--- config.mk ---
export PLATFORM = sky130hd
export DESIGN_NAME = mcsb_core_sfr
export DESIGN_NICKNAME = d
export VERILOG_FILES = /design/src/verilog/mcsb_core_sfr_tail.sv /design/src/verilog/mcsb_pkg.sv /design/src/verilog/mcsb_bank_ram.sv /design/src/verilog/mcsb_flag_unit.sv /design/src/verilog/mcsb_core_sfr.sv
export SDC_FILE = /design/constraint.sdc
export NUM_CORES = 1
export LEC_CHECK = 0
export BUFFER_PORTS_ARGS = -buffer_cell sky130_fd_sc_hd__buf_2
export CAP_MARGIN = 30
export CORE_MARGIN = 2
export CORE_UTILIZATION = 45
export CTS_CLUSTER_SIZE = 24
export DETAILED_ROUTE_END_ITERATION = 10
export REMOVE_ABC_BUFFERS = 1
export SETUP_SLACK_MARGIN = 0.3
export SLEW_MARGIN = 30
export SYNTH_ARGS = -nofsm -noshare
export SYNTH_HDL_FRONTEND = slang
export SYNTH_SLANG_ARGS = --single-unit
--- constraint.sdc ---
create_clock -name CLK_SYS_I -period 2.7 [get_ports CLK_SYS_I]
set_input_delay 0.135 -clock CLK_SYS_I [delete_from_list [all_inputs] [get_ports CLK_SYS_I]]
set_output_delay 0.135 -clock CLK_SYS_I [all_outputs]
set_load 0.05 [all_outputs]
--- src/verilog/mcsb_core_sfr_tail.sv ---
`timescale 1ns/1ps
`default_nettype none
`default_nettype wire

--- src/verilog/mcsb_pkg.sv ---
`default_nettype none
package mcsb_pkg;
   // sfr offsets in the direct address space
   localparam logic [7:0] SFR_BASE_ADDR  = 8'h80;
   localparam logic [7:0] ADDR_SP        = 8'h81;
   localparam logic [7:0] ADDR_DPL       = 8'h82;
   localparam logic [7:0] ADDR_DPH       = 8'h83;
   localparam logic [7:0] ADDR_POWER_CONTROL      = 8'h87;
   localparam logic [7:0] ADDR_CFG       = 8'hAF;
   localparam logic [7:0] ADDR_PSW       = 8'hD0;
   localparam logic [7:0] ADDR_ACC       = 8'hE0;
   localparam logic [7:0] ADDR_B         = 8'hF0;
   // working register banks sit below this address
   localparam logic [7:0] BANK_RAM_TOP   = 8'h20;
   localparam int         BANK_RAM_DEPTH = 32;
   localparam int         BANK_RAM_AW    = 5;
   localparam int         DATA_W         = 8;

   // values after reset
   localparam logic [7:0] RST_SP         = 8'h07;
   localparam logic [7:0] RST_DPL        = 8'h00;
   localparam logic [7:0] RST_DPH        = 8'h00;
   localparam logic [7:0] RST_POWER_CONTROL       = 8'h00;
   localparam logic [7:0] RST_CFG        = 8'h80;
   localparam logic [7:0] RST_PSW        = 8'h00;
   localparam logic [7:0] RST_ACC        = 8'h00;
   localparam logic [7:0] RST_B          = 8'h00;

   // status word bit positions
   localparam int PSW_CY  = 7;
   localparam int PSW_AC  = 6;
   localparam int PSW_F0  = 5;
   localparam int PSW_RSH = 4;
   localparam int PSW_RSL = 3;
   localparam int PSW_OV  = 2;
   localparam int PSW_F1  = 1;
   localparam int PSW_P   = 0;
   // configuration and power bit positions
   localparam int CFG_UART_ENH = 6;
   localparam int CFG_SYNC_SEL = 5;
   localparam int CFG_IR_MOD   = 4;
   localparam int CFG_XREN_HI  = 1;
   localparam int CFG_XREN_LO  = 0;
   localparam int POWER_CONTROL_BAUD2   = 7;

   // class of the instruction retiring flags
   typedef enum logic [2:0] {
      ALU_NONE  = 3'b000,
      ALU_ADD   = 3'b001,
      ALU_ADDC  = 3'b010,
      ALU_SUBB  = 3'b011,
      ALU_MUL   = 3'b100,
      ALU_DIV   = 3'b101,
      ALU_LOGIC = 3'b110
   } mcsb_alu_cls_t;

   // direct or indirect byte access from the core
   typedef struct packed {
      logic       wr;
      logic       rd;
      logic       direct;
      logic [7:0] addr;
      logic [7:0] wdata;
   } mcsb_sfr_req_t;

   // single bit access to bit addressable sfrs
   typedef struct packed {
      logic       wr;
      logic       rd;
      logic [7:0] addr;
      logic       wbit;
   } mcsb_bit_req_t;

   // flag results from the alu
   typedef struct packed {
      mcsb_alu_cls_t cls;
      logic          cy;
      logic          ac;
      logic          ov;
   } mcsb_alu_flags_t;

   // working register access by bank-relative index
   typedef struct packed {
      logic       wr;
      logic       rd;
      logic [2:0] idx;
      logic [7:0] wdata;
   } mcsb_reg_req_t;
endpackage : mcsb_pkg
`default_nettype wire

--- src/verilog/mcsb_bank_ram.sv ---
`timescale 1ns/1ps
`default_nettype none
module mcsb_bank_ram #(
   parameter int DEPTH = 32,
   parameter int AW    = 5,
   parameter int DW    = 8
) (
   input  wire logic          CLK_SYS_I,
   input  wire logic          we_i,
   input  wire logic [AW-1:0] addr_i,
   input  wire logic [DW-1:0] wdata_i,
   output logic      [DW-1:0] rdata_o
);
   logic [DW-1:0] mem_q [DEPTH];
   logic [DW-1:0] rdata_q;

   // contents are not reset, software owns them; read data is registered
   always_ff @(posedge CLK_SYS_I) begin
      if (we_i) begin
         mem_q[addr_i] <= wdata_i;
      end
      rdata_q <= mem_q[addr_i];
   end

   assign rdata_o = rdata_q;
endmodule // mcsb_bank_ram
`default_nettype wire

--- src/verilog/mcsb_flag_unit.sv ---
`timescale 1ns/1ps
`default_nettype none
module mcsb_flag_unit (
   input  wire logic                    cy_i,
   input  wire logic                    ac_i,
   input  wire logic                    ov_i,
   input  wire mcsb_pkg::mcsb_alu_flags_t alu_i,
   output logic                         cy_o,
   output logic                         ac_o,
   output logic                         ov_o
);
   import mcsb_pkg::*;

   // pick which flags the retiring instruction may touch
   always_comb begin
      cy_o = cy_i;
      ac_o = ac_i;
      ov_o = ov_i;
      unique case (alu_i.cls)
         ALU_ADD, ALU_ADDC: begin
            // RQ2: carry on add
            cy_o = alu_i.cy;
            // RQ3: half carry add only
            ac_o = alu_i.ac;
            // RQ6: overflow on add
            ov_o = alu_i.ov;
         end
         ALU_SUBB, ALU_MUL, ALU_DIV: begin
            // RQ2: carry on others
            cy_o = alu_i.cy;
            // RQ6: overflow on others
            ov_o = alu_i.ov;
         end
         ALU_NONE, ALU_LOGIC: begin
            cy_o = cy_i;
         end
         default: begin
            // illegal code leaves flags alone
            cy_o = cy_i;
         end
      endcase
   end
endmodule // mcsb_flag_unit
`default_nettype wire

--- src/verilog/mcsb_core_sfr.sv ---
`timescale 1ns/1ps
`default_nettype none
// What this block does
// RQ1: sfrs answer only direct accesses to addresses 0x80 and above.
// RQ2: carry is loaded by add, add with carry, subtract, multiply, divide.
// RQ3: half carry is loaded only by add and add with carry.
// RQ4: status bits 5 and 1 are plain user flags with no side effect.
// RQ5: status bits 4:3 pick working bank 0 to 3.
// RQ6: overflow is loaded by add, add with carry, subtract, mul and div.
// RQ7: status bit 0 is kept as even parity over the accumulator.
// RQ8: power byte resets to zero, bit 7 doubles the baud rate.
// RQ9: data pointer low and high bytes reset to zero and form 16 bits.
// RQ10: stack pointer holds eight bits and loads 7 at reset.
// RQ11: software keeps configuration bit 7 set.
// RQ12: configuration bit 6 turns on the enhanced uart checks.
// RQ13: configuration bit 5 hands the shared pins to i2c or spi.
// RQ14: configuration bit 4 gates the 38 kHz modulation.
// RQ15: either external ram enable bit lets the move reach 256 bytes.
// RQ16: the four working banks live in the lowest 32 bytes of ram.
// RQ17: configuration bits 3 and 2 store and read back, nothing more.
module mcsb_core_sfr (
   input  wire logic                      CLK_SYS_I,
   input  wire logic                      SRST_I,
   input  wire mcsb_pkg::mcsb_sfr_req_t   SFR_REQ_I,
   input  wire mcsb_pkg::mcsb_bit_req_t   BIT_REQ_I,
   input  wire mcsb_pkg::mcsb_alu_flags_t ALU_FLAGS_I,
   input  wire mcsb_pkg::mcsb_reg_req_t   REG_REQ_I,
   input  wire logic                      ACC_WE_I,
   input  wire logic [7:0]                ACC_WD_I,
   input  wire logic                      SP_INC_I,
   input  wire logic                      SP_DEC_I,
   input  wire logic                      DPTR_INC_I,
   input  wire logic                      DPTR_LD_I,
   input  wire logic [15:0]               DPTR_WD_I,
   input  wire logic                      XMOVE_REQ_I,
   output logic      [7:0]                RD_DATA_O,
   output logic                           RD_HIT_O,
   output logic                           BIT_RD_O,
   output logic      [7:0]                REG_RD_DATA_O,
   output logic      [7:0]                ACC_O,
   output logic      [7:0]                B_O,
   output logic      [7:0]                PSW_O,
   output logic      [1:0]                BANK_SEL_O,
   output logic      [15:0]               DPTR_O,
   output logic      [7:0]                SP_O,
   output logic                           BAUD_DOUBLE_O,
   output logic                           UART_ENH_O,
   output logic                           SYNC_PORT_SPI_O,
   output logic                           IR_MOD_EN_O,
   output logic                           XRAM_EN_O,
   output logic                           XMOVE_GRANT_O,
   output logic                           XMOVE_BLOCK_O
);
   import mcsb_pkg::*;

   // every register of the bank in one record
   typedef struct packed {
      logic [7:0] acc;
      logic [7:0] b;
      logic       cy;
      logic       ac;
      logic       f0;
      logic [1:0] rs;
      logic       ov;
      logic       f1;
      logic       par;
      logic [7:0] power_control;
      logic [7:0] data_pointer_low;
      logic [7:0] data_pointer_high;
      logic [7:0] sp;
      logic [7:0] cfg;
      logic       xram_en;
      logic [7:0] rdata;
      logic       hit;
      logic       bit_rd;
      logic       grant;
      logic       block;
   } mcsb_state_t;

   mcsb_state_t st_q;
   mcsb_state_t st_d;

   logic       flag_cy;
   logic       flag_ac;
   logic       flag_ov;
   logic       ram_we;
   logic [4:0] ram_addr;
   logic [7:0] ram_wdata;
   logic [7:0] ram_rdata;
   logic [7:0] psw_now;
   logic [7:0] bit_byte;
   logic [7:0] bit_base;
   logic       sfr_wr;
   logic       sfr_rd;
   logic       low_wr;
   logic       sw_cy;
   logic       sw_ac;
   logic       sw_ov;

   // one decode shared by byte and bit paths
   function automatic logic is_reg(input logic [7:0] a,
                                   input logic [7:0] reg_addr);
      return a == reg_addr;
   endfunction

   // status byte assembled from its fields
   function automatic logic [7:0] pack_psw(input mcsb_state_t s);
      return {s.cy, s.ac, s.f0, s.rs, s.ov, s.f1, s.par};
   endfunction

   // RQ1: direct upper half only
   assign sfr_wr = SFR_REQ_I.wr & SFR_REQ_I.direct
                 & (SFR_REQ_I.addr >= SFR_BASE_ADDR);
   assign sfr_rd = SFR_REQ_I.rd & SFR_REQ_I.direct
                 & (SFR_REQ_I.addr >= SFR_BASE_ADDR);
   // low ram write may be direct or indirect
   assign low_wr = SFR_REQ_I.wr & (SFR_REQ_I.addr < BANK_RAM_TOP);

   assign psw_now  = pack_psw(st_q);
   assign bit_base = {BIT_REQ_I.addr[7:3], 3'h0};

   // byte holding the addressed bit, zero when not bit addressable
   always_comb begin
      bit_byte = 8'h00;
      if (is_reg(bit_base, ADDR_PSW)) begin
         bit_byte = psw_now;
      end else if (is_reg(bit_base, ADDR_ACC)) begin
         bit_byte = st_q.acc;
      end else if (is_reg(bit_base, ADDR_B)) begin
         bit_byte = st_q.b;
      end
   end

   // RQ16: bank index into low ram
   always_comb begin
      if (REG_REQ_I.wr | REG_REQ_I.rd) begin
         ram_addr  = {st_q.rs, REG_REQ_I.idx};
         ram_we    = REG_REQ_I.wr;
         ram_wdata = REG_REQ_I.wdata;
      end else begin
         ram_addr  = SFR_REQ_I.addr[4:0];
         ram_we    = low_wr;
         ram_wdata = SFR_REQ_I.wdata;
      end
   end

   mcsb_bank_ram #(
      .DEPTH (BANK_RAM_DEPTH),
      .AW    (BANK_RAM_AW),
      .DW    (DATA_W)
   ) u_bank_ram (
      .CLK_SYS_I (CLK_SYS_I),
      .we_i      (ram_we),
      .addr_i    (ram_addr),
      .wdata_i   (ram_wdata),
      .rdata_o   (ram_rdata)
   );

   // software view of the alu flags, kept apart so the merge has no loop
   always_comb begin
      sw_cy = st_q.cy;
      sw_ac = st_q.ac;
      sw_ov = st_q.ov;
      if (sfr_wr & is_reg(SFR_REQ_I.addr, ADDR_PSW)) begin
         sw_cy = SFR_REQ_I.wdata[PSW_CY];
         sw_ac = SFR_REQ_I.wdata[PSW_AC];
         sw_ov = SFR_REQ_I.wdata[PSW_OV];
      end
      // a bit write lands after the byte write
      if (BIT_REQ_I.wr & is_reg(bit_base, ADDR_PSW)) begin
         if (BIT_REQ_I.addr[2:0] == 3'(PSW_CY)) begin
            sw_cy = BIT_REQ_I.wbit;
         end
         if (BIT_REQ_I.addr[2:0] == 3'(PSW_AC)) begin
            sw_ac = BIT_REQ_I.wbit;
         end
         if (BIT_REQ_I.addr[2:0] == 3'(PSW_OV)) begin
            sw_ov = BIT_REQ_I.wbit;
         end
      end
   end

   // flag merge sees software writes first, so the alu wins a tie
   mcsb_flag_unit u_flag_unit (
      .cy_i  (sw_cy),
      .ac_i  (sw_ac),
      .ov_i  (sw_ov),
      .alu_i (ALU_FLAGS_I),
      .cy_o  (flag_cy),
      .ac_o  (flag_ac),
      .ov_o  (flag_ov)
   );

   // next state: byte write, then bit write, then core updates
   always_comb begin
      st_d = st_q;
      if (sfr_wr) begin
         unique case (SFR_REQ_I.addr)
            ADDR_ACC: st_d.acc = SFR_REQ_I.wdata;
            ADDR_B:   st_d.b   = SFR_REQ_I.wdata;
            ADDR_PSW: begin
               // RQ4: user flags just store
               st_d.f0 = SFR_REQ_I.wdata[PSW_F0];
               st_d.f1 = SFR_REQ_I.wdata[PSW_F1];
               st_d.cy = SFR_REQ_I.wdata[PSW_CY];
               st_d.ac = SFR_REQ_I.wdata[PSW_AC];
               st_d.ov = SFR_REQ_I.wdata[PSW_OV];
               // RQ5: bank select store
               st_d.rs = SFR_REQ_I.wdata[PSW_RSH:PSW_RSL];
            end
            // RQ8: power byte stored whole
            ADDR_POWER_CONTROL: st_d.power_control = SFR_REQ_I.wdata;
            // RQ9: pointer bytes separately
            ADDR_DPL:  st_d.data_pointer_low  = SFR_REQ_I.wdata;
            ADDR_DPH:  st_d.data_pointer_high  = SFR_REQ_I.wdata;
            // RQ10: stack pointer write
            ADDR_SP:   st_d.sp   = SFR_REQ_I.wdata;
            // RQ17: reserved bits simply kept
            ADDR_CFG:  st_d.cfg  = SFR_REQ_I.wdata;
            default:   st_d.cfg  = st_q.cfg;
         endcase
      end
      // bit writes touch only the three bit addressable registers
      if (BIT_REQ_I.wr) begin
         if (is_reg(bit_base, ADDR_ACC)) begin
            st_d.acc[BIT_REQ_I.addr[2:0]] = BIT_REQ_I.wbit;
         end else if (is_reg(bit_base, ADDR_B)) begin
            st_d.b[BIT_REQ_I.addr[2:0]] = BIT_REQ_I.wbit;
         end else if (is_reg(bit_base, ADDR_PSW)) begin
            unique case (BIT_REQ_I.addr[2:0])
               3'h7: st_d.cy    = BIT_REQ_I.wbit;
               3'h6: st_d.ac    = BIT_REQ_I.wbit;
               3'h5: st_d.f0    = BIT_REQ_I.wbit;
               3'h4: st_d.rs[1] = BIT_REQ_I.wbit;
               3'h3: st_d.rs[0] = BIT_REQ_I.wbit;
               3'h2: st_d.ov    = BIT_REQ_I.wbit;
               3'h1: st_d.f1    = BIT_REQ_I.wbit;
               // parity bit is hardware owned, write ignored
               3'h0: st_d.par   = st_q.par;
            endcase
         end
      end
      // alu result beats a software write in the same cycle
      if (ACC_WE_I) begin
         st_d.acc = ACC_WD_I;
      end
      if (ALU_FLAGS_I.cls != ALU_NONE) begin
         // RQ2: carry from flag unit
         st_d.cy = flag_cy;
         // RQ3: half carry from flag unit
         st_d.ac = flag_ac;
         // RQ6: overflow from flag unit
         st_d.ov = flag_ov;
      end
      // push and pop wrap within eight bits
      // RQ10: stack pointer stepping
      if (SP_INC_I & ~SP_DEC_I) begin
         st_d.sp = st_q.sp + 8'h01;
      end else if (SP_DEC_I & ~SP_INC_I) begin
         st_d.sp = st_q.sp - 8'h01;
      end
      // RQ9: sixteen bit pointer ops
      if (DPTR_LD_I) begin
         {st_d.data_pointer_high, st_d.data_pointer_low} = DPTR_WD_I;
      end else if (DPTR_INC_I) begin
         {st_d.data_pointer_high, st_d.data_pointer_low} = {st_q.data_pointer_high, st_q.data_pointer_low} + 16'h0001;
      end
      // RQ7: parity follows next accumulator
      st_d.par = ^st_d.acc;

      // registered read answer, unmapped reads return zero
      st_d.rdata = 8'h00;
      st_d.hit   = 1'b0;
      if (sfr_rd) begin
         st_d.hit = 1'b1;
         unique case (SFR_REQ_I.addr)
            ADDR_ACC:  st_d.rdata = st_q.acc;
            ADDR_B:    st_d.rdata = st_q.b;
            ADDR_PSW:  st_d.rdata = psw_now;
            ADDR_POWER_CONTROL: st_d.rdata = st_q.power_control;
            ADDR_DPL:  st_d.rdata = st_q.data_pointer_low;
            ADDR_DPH:  st_d.rdata = st_q.data_pointer_high;
            ADDR_SP:   st_d.rdata = st_q.sp;
            ADDR_CFG:  st_d.rdata = st_q.cfg;
            default:   st_d.hit   = 1'b0;
         endcase
      end
      st_d.bit_rd = BIT_REQ_I.rd & bit_byte[BIT_REQ_I.addr[2:0]];

      // RQ15: external move gate
      st_d.grant = XMOVE_REQ_I &
                   (st_q.cfg[CFG_XREN_HI] | st_q.cfg[CFG_XREN_LO]);
      st_d.block = XMOVE_REQ_I &
                   ~(st_q.cfg[CFG_XREN_HI] | st_q.cfg[CFG_XREN_LO]);
      // enable kept in its own flop so the output is registered
      st_d.xram_en = st_d.cfg[CFG_XREN_HI] | st_d.cfg[CFG_XREN_LO];
   end

   // synchronous reset loads documented defaults
   always_ff @(posedge CLK_SYS_I) begin
      if (SRST_I) begin
         st_q.acc    <= RST_ACC;
         st_q.b      <= RST_B;
         {st_q.cy, st_q.ac, st_q.f0, st_q.rs,
          st_q.ov, st_q.f1, st_q.par} <= RST_PSW;
         // RQ8: power byte cleared
         st_q.power_control   <= RST_POWER_CONTROL;
         // RQ9: pointer cleared
         st_q.data_pointer_low    <= RST_DPL;
         st_q.data_pointer_high    <= RST_DPH;
         // RQ10: stack pointer seven
         st_q.sp     <= RST_SP;
         // RQ11: bit 7 starts set
         st_q.cfg    <= RST_CFG;
         st_q.xram_en <= |RST_CFG[1:0];
         st_q.rdata  <= 8'h00;
         st_q.hit    <= 1'b0;
         st_q.bit_rd <= 1'b0;
         st_q.grant  <= 1'b0;
         st_q.block  <= 1'b0;
      end else begin
         st_q <= st_d;
      end
   end

   // outputs straight from the state record, register read data from the bank ram
   assign RD_DATA_O       = st_q.rdata;
   assign RD_HIT_O        = st_q.hit;
   assign BIT_RD_O        = st_q.bit_rd;
   assign REG_RD_DATA_O   = ram_rdata;
   assign ACC_O           = st_q.acc;
   assign B_O             = st_q.b;
   assign PSW_O           = psw_now;
   // RQ5: bank select drive
   assign BANK_SEL_O      = st_q.rs;
   assign DPTR_O          = {st_q.data_pointer_high, st_q.data_pointer_low};
   assign SP_O            = st_q.sp;
   // RQ8: baud doubling control
   assign BAUD_DOUBLE_O   = st_q.power_control[POWER_CONTROL_BAUD2];
   // RQ12: enhanced uart select
   assign UART_ENH_O      = st_q.cfg[CFG_UART_ENH];
   // RQ13: spi owns pins when set
   assign SYNC_PORT_SPI_O = st_q.cfg[CFG_SYNC_SEL];
   // RQ14: modulation gate out; pin choice lives elsewhere
   assign IR_MOD_EN_O     = st_q.cfg[CFG_IR_MOD];
   // RQ15: either bit enables
   assign XRAM_EN_O       = st_q.xram_en;
   assign XMOVE_GRANT_O   = st_q.grant;
   assign XMOVE_BLOCK_O   = st_q.block;
endmodule // mcsb_core_sfr
`default_nettype wire

==> impl_metrics.csv <==
group,metric,value,unit
min_path,hold_class,"in2reg",
die,initial_core_util,0.456,
layout,drive_gt1_frac,0.262,
setup_path,critPathTopFamily,"simple AND/OR/NAND/NOR gates",
setup_path,arrival,2570,ps
setup_path,slowest_delay,600,ps
yosys,synthArstFlopShare,0,
sta,hold_viol,0,
pwr,swShare,0.252,
setup_path,critPathMaxFanout,10,
routing,wl,44100,um
routing,top_layer,"met5",
routing,drt-wirelength-per-cell,23.1,um
routing,wl_met3,3980,um
pwr,powerDensity,667,nW/um^2
yosys,ys_ff_latch,341,
die,fp-row-count,68,
pwr,clkPwrFrac,0.406,
setup_path,end_kind,"flip-flop",
clock_network,cts_tree,"yes",
pwr,switchingPower,3.11,mW
die,ios,156,
clock_network,root_buffer,"clkbuf_16",
yosys,synth_top_flop_cell,"edfxtp_1",
clock_network,htree_levels,2,
sta,period_needed,2170,ps
yosys,syn-cell-area,15800,sq um
routing,ant_nets,0,
die,die_h,191,um
routing,wl_met2,20700,um
yosys,ys_seq_area_frac,0.596,
clock_network,clk_latency,520,ps
clock_network,clock-sinks,341,
setup_path,critPathKind,"in2reg",
sta,finalSetupViolCount,0,
pwr,power.leakage,6.71,nW
place,post-place-ws,94.9,ps
yosys,yosysUniqueCellTypes,73,
routing,drtIter0Drc,1106,
die,die_area,36500,sq um
setup_path,cp_slowest_cell,"dlygate4sd3_1",
global_route,grt_overflow_total,0,
sta,grt_setup_unrepaired,"no",
clock_network,cts-resized-gates,0,
flow_run,cap_violations,0,
setup_path,crit_buf_inv,2,
routing,vias,11100,
pwr,ir_drop,0.425,mV
clock_network,cts_buffers,37,
pwr,seqPwrFrac,0.479,
routing,viasPerCell,5.78,
layout,design_area,18500,sq um
sta,worst_slack,533,ps
setup_path,crit_chain,"buf_2 > and2b_1 > nand4_2 > nor3_4 > mux2i_1 > o21ai_0 > o31a_1 > mux2i_1 > a221oi_2 > dlygate4sd3_1",
routing,drc,0,
pwr,pwr-share-comb,0.115,
setup_path,cp.required,3100,ps
global_route,grt_pass1_wl,66900,um
layout,areaGrowthSynthToFinish,17.5,%
die,dieWidth,191,um
place,place.port_buffers,155,
global_route,grt_use_total,0.245,
layout,fillers,2969,
sta,max_freq,461,MHz
place,dpl.hpwl,30600,um
status,status,"complete, no violations",
place,placed_area,17000,sq um
yosys,ys_warn_count,0,
place,gp_congestion,0.912,
die,core,34500,sq um
sta,slew_headroom,0.469,
setup_path,cp-start-kind,"input port",
routing,first_pass_iters,5,
yosys,synth_edf_count,256,
yosys,synth_cells,1256,
sta,setup_tns,0,ps
layout,nNetsFinal,1511,
clock_network,clkTransAtPathRegs,60,ps
global_route,grt_pass1_vias,10900,
sta,worstMarginPinSlew,797,ps
pwr,power.internal,9.24,mW
setup_path,crit_top_cell,"mux2i_1",
clock_network,clk_path_buf_depth,3,
sta,skew,20.0,ps
routing,wl_met1,18200,um
global_route,grt_max_degree,67,
sta,finalCritPeriodShare,0.803,
sta,report.final.slew_viol_count,0,
yosys,syn_area_per_cell,12.5,sq um
global_route,antenna_found_initial,12,
-- cell usage after synthesis (7+ instances only) --
cell type / instances / area share
xor2_1: 7 / 0.0039
inv_1: 13 / 0.0031
nor3_1: 10 / 0.0032
mux4_2: 64 / 0.091
nand2b_1: 14 / 0.0056
dfxtp_1: 85 / 0.11
and3_1: 8 / 0.0032
a21oi_1: 63 / 0.020
mux2i_1: 30 / 0.019
a211oi_1: 17 / 0.0081
a22o_1: 13 / 0.0072
clkbuf_1: 42 / 0.010
buf_4: 62 / 0.030
xnor2_1: 10 / 0.0056
nand2_1: 151 / 0.036
nor2_1: 118 / 0.028
o21a_1: 9 / 0.0043
edfxtp_1: 256 / 0.49
o22ai_1: 12 / 0.0048
a21o_1: 7 / 0.0033
nand4_1: 10 / 0.0040
buf_2: 21 / 0.0067
o21ai_0: 38 / 0.012
a31oi_1: 14 / 0.0056
a22oi_1: 47 / 0.022
nand3_1: 45 / 0.014
-- state kept, by name (all words and copies together) (netlist names), 2 cells and up --
signal              flops
RD_DATA_O               8
BANK_SEL_O              2
B_O                     8
ACC_O                   8
u_bank_ram.mem_q      256
u_bank_ram.rdata_o      8
st_q                   12
SP_O                    8
DPTR_O                 16
PSW_O                   6
-- placed cells by master (no fill, tap or decap), types with 38 or more instances in the layout --
| cell type | synthesis | layout |
|---|---|---|
| edfxtp_1 | 256 | 256 |
| nand3_1 | 45 | 45 |
| nor2_1 | 118 | 118 |
| a21oi_1 | 63 | 63 |
| o21ai_0 | 38 | 38 |
| mux4_2 | 64 | 64 |
| nand2_1 | 151 | 151 |
| buf_2 | 21 | 155 |
| dfxtp_1 | 85 | 85 |
| a22oi_1 | 47 | 47 |
| buf_4 | 62 | 73 |
-- path summary, 6_finish.rpt --
kind,from,to,slack [ps],cells after the start
worst max-delay path,SFR_REQ_I[12],PSW_O[7],530,10
worst min register to register,st_q[48],st_q[48],450,2
worst max register to register,BANK_SEL_O[0],u_bank_ram.rdata_o[3],550,7
worst min-delay path,DPTR_WD_I[7],DPTR_O[7],20,4
-- logic make-up after synthesis --
group / count (synthesis) / synth area share
adders and majority gates: 5 / 0.00397
DFF: 341 / 0.596
xor gates and xnor gates: 19 / 0.0119
and+or+nand+nor: 396 / 0.116
AOI/OAI and AO/OA: 254 / 0.106
muxes: 97 / 0.114
buffers and inverters: 144 / 0.0519
-- power groups by stage --
stage | Clock, mW | Sequential (mW) | Combinational [mW]
after floorplan | 0 | 6.20 | 0.644
after global placement | 0 | 6.02 | 1.38
after detailed placement | 0 | 6.02 | 1.39
after CTS | 5.11 | 5.91 | 1.42
after global routing | 5.31 | 5.92 | 1.53
final | 5.02 | 5.91 | 1.42
-- worst reg2reg max path: cells and delay by family, from the launching register on --
kind,cells,cell delay (ps)
flops,1,380
compound gates,3,830
simple gates,3,620
buf+inv,1,180
-- layer usage --
metal	vias up	track usage
met5	-	0
met4	12	0.0775
met3	89	0.0587
met2	543	0.386
met1	5361	0.336
li1	5055	-
-- through the flow --
| step | power [mW] | hold slack [ps] | utilization | instances |
|---|---|---|---|---|
| finish | 12.3 | 22.6 | 0.536 | 1914 |
| global route | 12.8 | 10.7 | 0.536 | 1911 |
| CTS | 12.4 | 0.451 | 0.535 | 1908 |
| detailed placement | 7.41 | 394 | 0.492 | 1814 |
| global placement | 7.39 | 394 | 0.492 | 1814 |
| floorplan | 6.84 | 201 | - | 1126 |
-- area by class of cell --
class,instances,area (sq um),area share
multi-input cells,771,5570,0.301
flip-flops and latches,341,9390,0.507
well taps,455,569,0.0308
repair buffers,260,1690,0.0915
clock inverters,26,278,0.0150
inverters,14,52.6,0.00284
diodes,6,15.0,0.000811
clock buffers,41,941,0.0508
-- timing repair --
| action | CTS | global route |
|---|---|---|
| buffers inserted | 0 | 0 |
| endpoints found under the hold margin | 28 | 0 |
| hold buffers | 27 | 0 |
(Power assumes the default switching activity.)
